`src/pkg/adc_ctrl_defines.svh`:
```
// Functional notes
// power-off forces full power-down of converter
// regulator follows enable; bandgap when regulator/powered
// sleep keeps amp, bandgap; rest off (code also keeps filter on in sleep)
// all bits clear: normal continuous conversion
// filter-reset holds sinc filter, modulator stays on
// reset pulse high-low starts fresh conversion
// reference buffers follow own enable bits
// temperature sensor on when channel selects it
// completion sets end-of-conversion flag
// completion sets converter interrupt request
// interrupt needs global and converter enables
// result registers overwritten by each conversion
// latch bit freezes result, discards new ones
// software aims converter clock near 4MHz
// result is 24-bit two's complement
// results saturate at 0x7fffff and 0x800000
// software reads low, mid, high bytes
// reference select picks internal or external pair
// software configures, powers up, pulses reset
// end-of-conversion flag cleared only by software
// latch blocks interrupt and flag updates
// divider n gives sys/2/(n+1); 31 undivided
// oversampling code selects ratio 16384 down to 128
// interrupt request pending until serviced or cleared
`ifndef ADC_CTRL_DEFINES_SVH
`define ADC_CTRL_DEFINES_SVH
`define ADDR_RESULT_LOW 3'h0
`define ADDR_RESULT_MID 3'h1
`define ADDR_RESULT_HIGH 3'h2
`define ADDR_CONTROL_0 3'h3
`define ADDR_CONTROL_1 3'h4
`define ADDR_CLOCK_SELECT 3'h5
`define ADDR_CHANNEL_SEL 3'h6
`define ADDR_POWER_IRQ 3'h7
`define C0_RESET 8'h20
`define C0_FILTER_RESET_BIT 7
`define C0_SLEEP_BIT 6
`define C0_POWER_OFF_BIT 5
`define C0_OSR_LSB 2
`define C0_REF_SEL_BIT 0
`define C1_NEG_BUF_BIT 4
`define C1_POS_BUF_BIT 3
`define C1_LATCH_BIT 2
`define C1_EOC_BIT 1
`define PI_REG_EN_BIT 0
`define PI_GLOBAL_EN_BIT 1
`define PI_CONV_EN_BIT 2
`define PI_REQ_BIT 3
`define DIV_BYPASS 5'h1f
`define OSR_BASE_LOG2 5'he
`define SCALE_SHIFT_BASE 5'h09
`define TEMP_CH_POS 4'h7
`define TEMP_CH_NEG 4'h7
`define RESULT_MAX 24'h7fffff
`define RESULT_MIN 24'h800000
`endif

```
`src/pkg/adc_ctrl_pkg.sv`:
```
package adc_ctrl_pkg;
    typedef enum logic [2:0] {
        MODE_DOWN = 3'h1,
        MODE_SLEEP = 3'h2,
        MODE_RUN = 3'h4
    } conv_mode_e;
endpackage

```
`src/verilog/conv_clock_div.sv`:
```
`timescale 1ns/1ps
`include "adc_ctrl_defines.svh"
module conv_clock_div (
    input wire logic core_clk_in,
    input wire logic rst_in,
    input wire logic [4:0] div_code_in,
    output logic tick_out
);
    logic [5:0] cnt_q;
    logic [5:0] cnt_d;
    logic tick_q;
    logic tick_d;
    logic [5:0] limit;

    // sys/2/(n+1): tick every 2*(n+1) cycles; bypass ticks each cycle
    always_comb
    begin
        limit = {div_code_in, 1'b1};
        if (div_code_in == `DIV_BYPASS)
        begin
            cnt_d = 6'h00;
            tick_d = 1'b1;
        end
        else if (cnt_q >= limit)
        begin
            cnt_d = 6'h00;
            tick_d = 1'b1;
        end
        else
        begin
            cnt_d = cnt_q + 6'h01;
            tick_d = 1'b0;
        end
    end

    always_ff @(posedge core_clk_in or posedge rst_in)
    begin
        if (rst_in)
        begin
            cnt_q <= 6'h00;
            tick_q <= 1'b0;
        end
        else
        begin
            cnt_q <= cnt_d;
            tick_q <= tick_d;
        end
    end

    assign tick_out = tick_q;

    div_period_a: assert property (@(posedge core_clk_in) disable iff (rst_in)
        (tick_q && div_code_in != `DIV_BYPASS && $stable(div_code_in))
        |=> !tick_q)
        else $error("divided tick on consecutive cycles");
endmodule // conv_clock_div

```
`src/verilog/delta_sigma_adc_control.sv`:
```
// Implementation choices: the register offsets and strobed register access.
`timescale 1ns/1ps
`include "adc_ctrl_defines.svh"
module delta_sigma_adc_control (
    input wire logic core_clk_in,
    input wire logic rst_in,
    input wire logic [2:0] addr_in,
    input wire logic [7:0] wdata_in,
    input wire logic wr_in,
    input wire logic rd_in,
    output logic [7:0] rdata_out,
    input wire logic mod_bit_in,
    input wire logic irq_ack_in,
    output logic irq_out,
    output logic bandgap_on_out,
    output logic regulator_on_out,
    output logic cm_gen_on_out,
    output logic amp_on_out,
    output logic modulator_on_out,
    output logic temp_sensor_on_out,
    output logic neg_ref_buffer_on_out,
    output logic pos_ref_buffer_on_out,
    output logic filter_on_out,
    output logic filter_hold_out,
    output logic reference_pair_sel_out,
    output logic conv_clk_tick_out
);
    // modulator bit is an analog-side signal: two-stage sync
    logic mod_s1_q;
    logic mod_s2_q;
    logic [7:0] ctl0_q, ctl0_d;
    logic [7:0] ctl1_q, ctl1_d;
    logic [4:0] div_q, div_d;
    logic [7:0] chan_q, chan_d;
    logic [3:0] pwr_q, pwr_d;
    logic [23:0] result_q, result_d;
    logic [7:0] rdata_q, rdata_d;
    logic [14:0] dec_cnt_q, dec_cnt_d;
    logic signed [25:0] acc_q, acc_d;
    logic [7:0] out_q, out_d;
    logic tick;
    adc_ctrl_pkg::conv_mode_e mode;
    logic [14:0] osr_len;
    logic done;
    logic signed [25:0] acc_next;
    logic [4:0] shift;
    logic signed [25:0] scaled;
    logic [23:0] sample;
    logic latch_on;

    conv_clock_div u_div (
        .core_clk_in(core_clk_in),
        .rst_in(rst_in),
        .div_code_in(div_q),
        .tick_out(tick)
    );

    always_comb
    begin
        if (ctl0_q[`C0_POWER_OFF_BIT])
            mode = adc_ctrl_pkg::MODE_DOWN;
        else if (ctl0_q[`C0_SLEEP_BIT])
            mode = adc_ctrl_pkg::MODE_SLEEP;
        else
            mode = adc_ctrl_pkg::MODE_RUN;
    end

    always_comb
    begin
        // ratio = 2^(14 - code)
        osr_len = 15'(15'h0001 << (`OSR_BASE_LOG2 -
            {2'b00, ctl0_q[`C0_OSR_LSB +: 3]}));
        latch_on = ctl1_q[`C1_LATCH_BIT];
        acc_next = acc_q + (mod_s2_q ? 26'sd1 : -26'sd1);
        // count * 2^23 / ratio: shift by 9 + code
        shift = `SCALE_SHIFT_BASE + {2'b00, ctl0_q[`C0_OSR_LSB +: 3]};
        scaled = acc_next << shift;
        done = 1'b0;
        sample = 24'h000000;
        dec_cnt_d = dec_cnt_q;
        acc_d = acc_q;
        if (mode != adc_ctrl_pkg::MODE_RUN ||
            ctl0_q[`C0_FILTER_RESET_BIT])
        begin
            dec_cnt_d = 15'h0000;
            acc_d = 26'sd0;
        end
        else if (tick)
        begin
            if (dec_cnt_q == osr_len - 15'h0001)
            begin
                done = 1'b1;
                dec_cnt_d = 15'h0000;
                acc_d = 26'sd0;
                // scale bipolar count to 24-bit two's complement
                if (scaled > 26'sd8388607)
                    sample = `RESULT_MAX;
                else if (scaled < -26'sd8388608)
                    sample = `RESULT_MIN;
                else
                    sample = 24'(scaled);
            end
            else
            begin
                dec_cnt_d = dec_cnt_q + 15'h0001;
                acc_d = acc_next;
            end
        end
    end

    always_comb
    begin
        ctl0_d = ctl0_q;
        ctl1_d = ctl1_q;
        div_d = div_q;
        chan_d = chan_q;
        pwr_d = pwr_q;
        result_d = result_q;
        if (wr_in)
        begin
            unique case (addr_in)
                `ADDR_CONTROL_0: ctl0_d = wdata_in & 8'hfd;
                `ADDR_CONTROL_1: ctl1_d = {wdata_in[7:2],
                    ctl1_q[`C1_EOC_BIT] & wdata_in[`C1_EOC_BIT],
                    1'b0};
                `ADDR_CLOCK_SELECT: div_d = wdata_in[4:0];
                `ADDR_CHANNEL_SEL: chan_d = wdata_in;
                `ADDR_POWER_IRQ: pwr_d = {pwr_q[`PI_REQ_BIT] &
                    wdata_in[`PI_REQ_BIT], wdata_in[2:0]};
                default: ;
            endcase
        end
        if (irq_ack_in)
            pwr_d[`PI_REQ_BIT] = 1'b0;
        // set beats clear in the same cycle
        if (done && !latch_on)
        begin
            result_d = sample;
            ctl1_d[`C1_EOC_BIT] = 1'b1;
            pwr_d[`PI_REQ_BIT] = 1'b1;
        end // latched: no update, no flag
        unique case (addr_in)
            `ADDR_RESULT_LOW: rdata_d = result_q[7:0];
            `ADDR_RESULT_MID: rdata_d = result_q[15:8];
            `ADDR_RESULT_HIGH: rdata_d = result_q[23:16];
            `ADDR_CONTROL_0: rdata_d = ctl0_q;
            `ADDR_CONTROL_1: rdata_d = ctl1_q;
            `ADDR_CLOCK_SELECT: rdata_d = {3'h0, div_q};
            `ADDR_CHANNEL_SEL: rdata_d = chan_q;
            `ADDR_POWER_IRQ: rdata_d = {4'h0, pwr_q};
            default: rdata_d = 8'h00;
        endcase
        if (!rd_in)
            rdata_d = 8'h00;
    end

    always_comb
    begin
        out_d[0] = pwr_q[`PI_REG_EN_BIT];
        out_d[1] = pwr_q[`PI_REG_EN_BIT] ||
            mode != adc_ctrl_pkg::MODE_DOWN;
        out_d[2] = mode != adc_ctrl_pkg::MODE_DOWN; // amp
        out_d[3] = mode == adc_ctrl_pkg::MODE_RUN; // modulator, cm
        out_d[4] = mode == adc_ctrl_pkg::MODE_RUN &&
            (chan_q[3:0] == `TEMP_CH_POS ||
            chan_q[7:4] == `TEMP_CH_NEG);
        out_d[5] = mode == adc_ctrl_pkg::MODE_RUN &&
            ctl1_q[`C1_NEG_BUF_BIT];
        out_d[6] = mode == adc_ctrl_pkg::MODE_RUN &&
            ctl1_q[`C1_POS_BUF_BIT];
        out_d[7] = pwr_q[`PI_REQ_BIT] && pwr_q[`PI_GLOBAL_EN_BIT] &&
            pwr_q[`PI_CONV_EN_BIT];
    end

    logic hold_q;
    logic filt_q;
    logic ref_q;
    logic tick_q;

    always_ff @(posedge core_clk_in or posedge rst_in)
    begin
        if (rst_in)
        begin
            mod_s1_q <= 1'b0;
            mod_s2_q <= 1'b0;
            ctl0_q <= `C0_RESET;
            ctl1_q <= 8'h00;
            div_q <= 5'h00;
            chan_q <= 8'h00;
            pwr_q <= 4'h0;
            result_q <= 24'h000000;
            rdata_q <= 8'h00;
            dec_cnt_q <= 15'h0000;
            acc_q <= 26'sd0;
            out_q <= 8'h00;
            hold_q <= 1'b0;
            filt_q <= 1'b0;
            ref_q <= 1'b0;
            tick_q <= 1'b0;
        end
        else
        begin
            mod_s1_q <= mod_bit_in;
            mod_s2_q <= mod_s1_q;
            ctl0_q <= ctl0_d;
            ctl1_q <= ctl1_d;
            div_q <= div_d;
            chan_q <= chan_d;
            pwr_q <= pwr_d;
            result_q <= result_d;
            rdata_q <= rdata_d;
            dec_cnt_q <= dec_cnt_d;
            acc_q <= acc_d;
            out_q <= out_d;
            hold_q <= mode == adc_ctrl_pkg::MODE_RUN &&
                ctl0_q[`C0_FILTER_RESET_BIT];
            filt_q <= mode != adc_ctrl_pkg::MODE_DOWN;
            ref_q <= ctl0_q[`C0_REF_SEL_BIT];
            tick_q <= tick;
        end
    end

    assign rdata_out = rdata_q;
    assign regulator_on_out = out_q[0];
    assign bandgap_on_out = out_q[1];
    assign amp_on_out = out_q[2];
    assign modulator_on_out = out_q[3];
    assign cm_gen_on_out = out_q[3];
    assign temp_sensor_on_out = out_q[4];
    assign neg_ref_buffer_on_out = out_q[5];
    assign pos_ref_buffer_on_out = out_q[6];
    assign irq_out = out_q[7];
    assign filter_hold_out = hold_q;
    assign filter_on_out = filt_q;
    assign reference_pair_sel_out = ref_q;
    assign conv_clk_tick_out = tick_q;

    power_down_a: assert property (@(posedge core_clk_in) disable iff (rst_in)
        ctl0_q[`C0_POWER_OFF_BIT] |=> !amp_on_out && !modulator_on_out &&
        !filter_on_out && !pos_ref_buffer_on_out)
        else $error("converter not fully off in power-down");
    bandgap_on_a: assert property (@(posedge core_clk_in) disable iff (rst_in)
        (pwr_q[`PI_REG_EN_BIT] || !ctl0_q[`C0_POWER_OFF_BIT])
        |=> bandgap_on_out)
        else $error("bandgap off while needed");
    sleep_state_a: assert property (@(posedge core_clk_in) disable iff (rst_in)
        (!ctl0_q[`C0_POWER_OFF_BIT] && ctl0_q[`C0_SLEEP_BIT])
        |=> amp_on_out && !modulator_on_out && !temp_sensor_on_out)
        else $error("sleep mode power state wrong");
    hold_no_done_a: assert property (@(posedge core_clk_in) disable iff (rst_in)
        ctl0_q[`C0_FILTER_RESET_BIT] |-> !done && dec_cnt_d == 15'h0)
        else $error("conversion completed while filter held");
    eoc_set_a: assert property (@(posedge core_clk_in) disable iff (rst_in)
        (done && !latch_on) |=> ctl1_q[`C1_EOC_BIT] &&
        pwr_q[`PI_REQ_BIT] && result_q == $past(sample))
        else $error("completion did not set flag and result");
    latch_hold_a: assert property (@(posedge core_clk_in) disable iff (rst_in)
        (latch_on && !wr_in) |=> $stable(result_q) &&
        $stable(ctl1_q[`C1_EOC_BIT]))
        else $error("latched result or flag changed");
    eoc_sticky_a: assert property (@(posedge core_clk_in) disable iff (rst_in)
        (ctl1_q[`C1_EOC_BIT] && !(wr_in && addr_in == `ADDR_CONTROL_1))
        |=> ctl1_q[`C1_EOC_BIT])
        else $error("flag cleared without software write");
    irq_gate_a: assert property (@(posedge core_clk_in) disable iff (rst_in)
        irq_out |-> $past(pwr_q[`PI_GLOBAL_EN_BIT]) &&
        $past(pwr_q[`PI_CONV_EN_BIT]))
        else $error("interrupt without both enables");
endmodule // delta_sigma_adc_control
```
`config.mk`:
```
export PLATFORM = sky130hd
export DESIGN_NAME = delta_sigma_adc_control
export DESIGN_NICKNAME = d
export VERILOG_FILES = /design/src/pkg/adc_ctrl_pkg.sv /design/src/verilog/conv_clock_div.sv /design/src/verilog/delta_sigma_adc_control.sv
export VERILOG_INCLUDE_DIRS = /design/src /design/src/pkg
export SDC_FILE = /design/constraint.sdc
export NUM_CORES = 1
export LEC_CHECK = 0
export ABC_AREA = 1
export BUFFER_PORTS_ARGS = -buffer_cell sky130_fd_sc_hd__buf_2
export CORE_MARGIN = 4
export CORE_UTILIZATION = 60
export DETAILED_ROUTE_END_ITERATION = 8
export GPL_ROUTABILITY_DRIVEN = 1
export HOLD_SLACK_MARGIN = 0.12
export MAX_ROUTING_LAYER = met4
export PLACE_DENSITY = 0.78
export SLEW_MARGIN = 15
export SYNTH_ARGS = -nofsm -noshare
export SYNTH_HDL_FRONTEND = slang
export SYNTH_HIERARCHICAL = 1
export SYNTH_SLANG_ARGS = --single-unit
```
`constraint.sdc`:
```
create_clock -name core_clk_in -period 5 [get_ports core_clk_in]
set_input_delay 0.5 -clock core_clk_in [delete_from_list [all_inputs] [get_ports core_clk_in]]
set_output_delay 0.5 -clock core_clk_in [all_outputs]
set_load 0.005 [all_outputs]
```
# Word-level counts from Yosys, hierarchy flattened
# Index checks and enable logic that the tools add are counted.
# totals
regBits	125
input_bits	17
# op_classes
add_sub_neg	6
reduce_logical	24
n_eq_ne	14
order_cmp	3
n_mux	30
bitwise	2
n_shift	2
# op_table
operator	count
two-way mux 24 bit	5
two-way mux 26 bit	4
case mux 8 bit (8 select lines)	1
two-way mux 15 bit	3
adder 26 bit	1
greater-than comparator 26 x 24 -> 1 bit (second input constant)	1
< comparator 26 x 24 -> 1 bit (second input constant)	1
left shift 26 x 5 -> 26 bit	1
adder 15 x 1 -> 15 bit (second input constant)	1
== test 15 bit	1
== test 3 bit (second input constant)	5
left shift 1 x 5 -> 15 bit (first input constant)	1
subtractor 15 x 1 -> 15 bit (second input constant)	1
AND reduction 2 bit	7
two-way mux 6 bit	2
== test 4 x 3 -> 1 bit (second input constant)	2
two-way mux 1 bit	8
two-way mux 4 bit	2
two-way mux 8 bit	1
logical AND 1 bit	7
adder 6 x 1 -> 6 bit (second input constant)	1
== test 3 x 2 -> 1 bit (second input constant)	2
>= comparator 6 bit	1
two-way mux 3 bit	2
13 further kinds	20

# Longest topological paths before layout
# depth
word_depth	10
mapped_depth	24
mapped_depth_nobuf	23

# By module
# Netlist, hierarchy kept.
# by_module_without_submodules
module	area_each_um2	n_inst	cells_each	seq_area_each_um2
delta_sigma_adc_control	8754.6	1	1335	2929.1
conv_clock_div	446.7	1	58	175.2

# Worst setup path before layout
# Ideal clock, no wire load.
# synth_timing
kind	register to register
startpoint	register mod_s2_q
endpoint	register result_q[0]
path_buffers	1
path_slack_ns	1.852
t_arrival_ns	3.026
setup_ns	0.122
required_time_ns	4.878
path_stages_with_launch	19
cell_sequence	dfrtp_1 -> inv_1 -> ha_1 -> or2_1 -> and2_1 -> xor2_1 -> o21ai_1 -> nand2_1 -> o21ai_1 -> nand2_1 -> nand2_1 -> nand2_1 -> nand2_1 -> nand2_1 -> nand2_1 -> nand2_1 -> a21oi_4 -> buf_4 -> a21oi_1
# synth_between
elab_chain_cells	9
# synth_rtl
item	line_no	rtl
from (decl)	delta_sigma_adc_control.sv:30	logic mod_s2_q;
from (signal assigned)	delta_sigma_adc_control.sv:204	mod_s2_q <= mod_s1_q;
two-way mux 26 bit *	delta_sigma_adc_control.sv:74	acc_next = acc_q + (mod_s2_q ? 26'sd1 : -26'sd1);
adder 26 bit *	delta_sigma_adc_control.sv:74	
left shift 26 x 5 -> 26 bit *	delta_sigma_adc_control.sv:77	scaled = acc_next << shift;
< comparator 26 x 24 -> 1 bit	delta_sigma_adc_control.sv:98	else if (scaled < -26'sd8388608)
two-way mux 24 bit	delta_sigma_adc_control.sv:98	
two-way mux 24 bit *	delta_sigma_adc_control.sv:96	if (scaled > 26'sd8388607)
two-way mux 24 bit *	delta_sigma_adc_control.sv:90	if (dec_cnt_q == osr_len - 15'h0001)
two-way mux 24 bit *	delta_sigma_adc_control.sv:88	else if (tick)
two-way mux 24 bit *	delta_sigma_adc_control.sv:82	if (mode != adc_ctrl_pkg::MODE_RUN ||
to (signal assigned)	delta_sigma_adc_control.sv:210	result_q <= result_d;
to (decl)	delta_sigma_adc_control.sv:36	logic [23:0] result_q, result_d;
# Mark *: on every way between the ends. The rest lies on a longest branch, timed or not.
# A chain may end at the register's enable or synchronous reset.

# Final worst setup path
# layout_timing
startpoint	register mod_s2_q
endpoint	register result_q[5]
# Same word-level chain as after synthesis.

==> out/metrics.csv <==
stage,metric,value,unit
clock_network,clockRootBuffer,clkbuf_16,
setup_path,slowest_stage,inv_1,
synth,avgSynthCellArea,6.61,um2
power,p_per_area,425,nW/um2
timing,worst_slew_pin_slew,905,ps
routing,drtAntennaViolNets,0,
global_routing,grt_usage,0.302,
synth,yosysWarnings,6,
power,peakVddDrop,363,uV
timing,max_freq,235,MHz
timing,finalMaxSlewViolations,0,
timing,setup-tns-final,0,ps
timing,post-route-period-util,0.850,
global_routing,grt_pass1_wl,41500,um
routing,route.vias.total,9153,
global_routing,grt_overflow,0,
setup_path,arrival,4500,ps
clock_network,cts_max_path_buffers,2,
synth,postSynth.asyncResetShare,1.00,
die,rows,44,
clock_network,cts-resized-gates,0,
synth,syn_area,9200,um2
global_routing,antenna_found_initial,0,
setup_path,crit_buf_inv,1,
clock_network,clkSlewWorstSetupHoldPaths,50,ps
setup_path,worstSetupStartpointType,register,
timing,report.final.hold_viol_count,0,
routing,firstDrtPassIters,6,
final_layout,area_growth,10.1,%
flow_run,max_cap_viol_count,0,
die,pin_count,38,
setup_path,critPathMaxFanout,23,
routing,wirelength_met1,11600,um
routing,routed_wl,25400,um
clock_network,cts_tree,built,
place,io_buffers,37,
synth,synth_nets,1448,
routing,top_layer_used,met4,
setup_path,path_cells,"inv_1, ha_1, or2_1, nand3_1, nand2_1, xor2_1, nand2_1, o21ai_1, nand2_1, o21ai_0, nand2_1, nand3_1, nand2_1, nand2_1, nand2_1, a21oi_4, a21oi_1",
synth,synth_edf_count,0,
synth,synth_cells,1393,
die,coreArea,14800,um2
timing,setup_viol,0,
timing,finalCriticalPeriod,4250,ps
setup_path,crit_family,simple AND/OR/NAND/NOR gates,
final_layout,design_area,10100,um2
final_layout,nets,1472,
clock_network,clk_latency,420,ps
clock_network,h-tree-depth,4,
place,dp.final_hpwl,18600,um
place,dpl-instance-area,9510,um2
routing,wl_per_cell,15.7,um
setup_path,crit_path_end_kind,register,
final_layout,fill_cells,1319,
timing,rsz0062_at_grt,no,
synth,yosysUniqueCellTypes,51,
setup_path,cpPeakStageDelay,660,ps
synth,ys_ff_latch,124,
routing,drc,0,
die,dieArea,17400,um2
clock_network,cts_made_buffers,17,
setup_path,crit_type,reg2reg,
power,leakage,5.43,nW
place,finalWeightedCongestion,1.02,
min_path,hp-class,in2reg,
global_routing,grt_pass1_vias,8430,
final_layout,diodes,0,
timing,skew,6.34,ps
final_layout,fin_util,0.686,
die,die_y,132,um
setup_path,cp.required,5250,ps
final_layout,drive_gt1_frac,0.0804,
synth,ys_seq_area_frac,0.337,
die,start_util,0.624,
global_routing,grt_max_degree,71,
clock_network,numClockSinks,124,
routing,met2_length,11300,um
routing,vias_per_cell,5.67,
status,status,finished clean,
routing,wl_met3,2110,um
routing,drt_iter0_markers,1051,
synth,ys.flop_type,dfrtp_1,
timing,slew_headroom,0.396,
setup_path,cpMostUsedCell,nand2_1,
die,chipWidth,132,um
[cells in the mapped netlist, types with 5 or more instances]
library cell	number	area [um2]
clkbuf_1	28	105
buf_2	9	45.0
inv_1	215	807
a21oi_1	46	230
o211ai_1	5	37.5
a21oi_2	11	96.3
o21ai_1	7	35.0
nand3_1	184	921
nand4_1	13	81.3
a221oi_1	9	78.8
ha_1	37	463
xor2_1	23	201
nor3_1	14	70.1
a31oi_1	7	43.8
nand2_1	434	1630
xnor2_1	5	43.8
nor2_1	74	278
o22ai_1	16	100
dfrtp_1	123	3080
o21ai_0	76	380
[per-stage QoR]
stage                     instances  total power, W  hold slack, ps  worst slack, ps
after floorplan                1393         0.00259             303             1400
after global placement         1581         0.00297             335              869
after detailed placement       1581         0.00299             336              817
after CTS                      1614         0.00429             174              810
after global routing           1614         0.00461             175              352
final                          1614         0.00431             185              752
[cell usage in the layout (no fill, tap or decap), types with 5 or more instances in the layout]
cell type	Yosys	layout
nand4_1	13	13
nor2_1	74	73
nand2_1	434	434
inv_1	215	214
nand3_1	184	184
buf_2	9	37
a31oi_1	7	7
o21ai_1	7	7
xnor2_1	5	5
buf_4	3	14
o22ai_1	16	16
o211ai_1	5	5
ha_1	37	37
o21ai_0	76	76
dfrtp_1	123	123
a21oi_2	11	11
nor3_1	14	14
a21oi_1	46	46
xor2_1	23	23
a221oi_1	9	9
clkbuf_16	0	17
[flip-flops by register name, indices dropped and copies added (netlist names)]
register and count:
reference_pair_sel_out 1, pwr_q 4, result_q 24, mod_s2_q 1
chan_q 8, mod_s1_q 1, dec_cnt_q 15, acc_q 26
ctl1_q 7, div_q 5, u_div/cnt_q 6, conv_clk_tick_out 1
ctl0_q 7, out_q 8, u_div/tick_out 1, rdata_out 8
filter_hold_out 1
[final cells by class]
cell class,instances,area [um2],area share
Sequential cell,124,3100,0.307
Inverter,220,828,0.0818
Timing Repair Buffer,52,300,0.0297
Clock inverter,9,134,0.0132
Multi-Input combinational cell,1002,5050,0.499
Clock buffer,23,478,0.0472
Tap cell,184,230,0.0227
[logic make-up after synthesis]
logic type	share of synthesized area
and+or+nand+nor	0.340
buffers and inverters	0.114
AOI/OAI and AO/OA	0.127
DFF	0.337
adders and majority gates	0.0525
xor gates and xnor gates	0.0284
muxes	0.00109
[power breakdown]
group	switching [W]	internal, W	total (W)
logic	0.00121	0.000563	0.00177
clock network	0.000457	0.000826	0.00128
registers	0.000120	0.00113	0.00125
[repair_timing]
item | in CTS | in global routing
hold endpoints to repair | 7 | 0
hold buffers | 1 | 0
setup buffers | 0 | 0
[layer usage]
metal,GRT usage,vias up
li1,-,4535
met1,0.428,4216
met2,0.448,366
met3,0.0550,36
met4,0.0817,0
met5,-,-
[worst paths after layout]
path / cells past startpoint / to / start / slack, ps
setup / recovery: 17 / result_q[5] / mod_s2_q / 750
hold / removal: 1 / mod_s1_q / mod_bit_in / 190
setup reg to reg: 17 / result_q[5] / mod_s2_q / 750
hold reg to reg: 0 / mod_s2_q / mod_s1_q / 350
max in group asynchronous: 4 / ctl1_q[6] / rst_in / 2950
min in group asynchronous: 3 / u_div/cnt_q[3] / rst_in / 580
(Power assumes the default switching activity.)
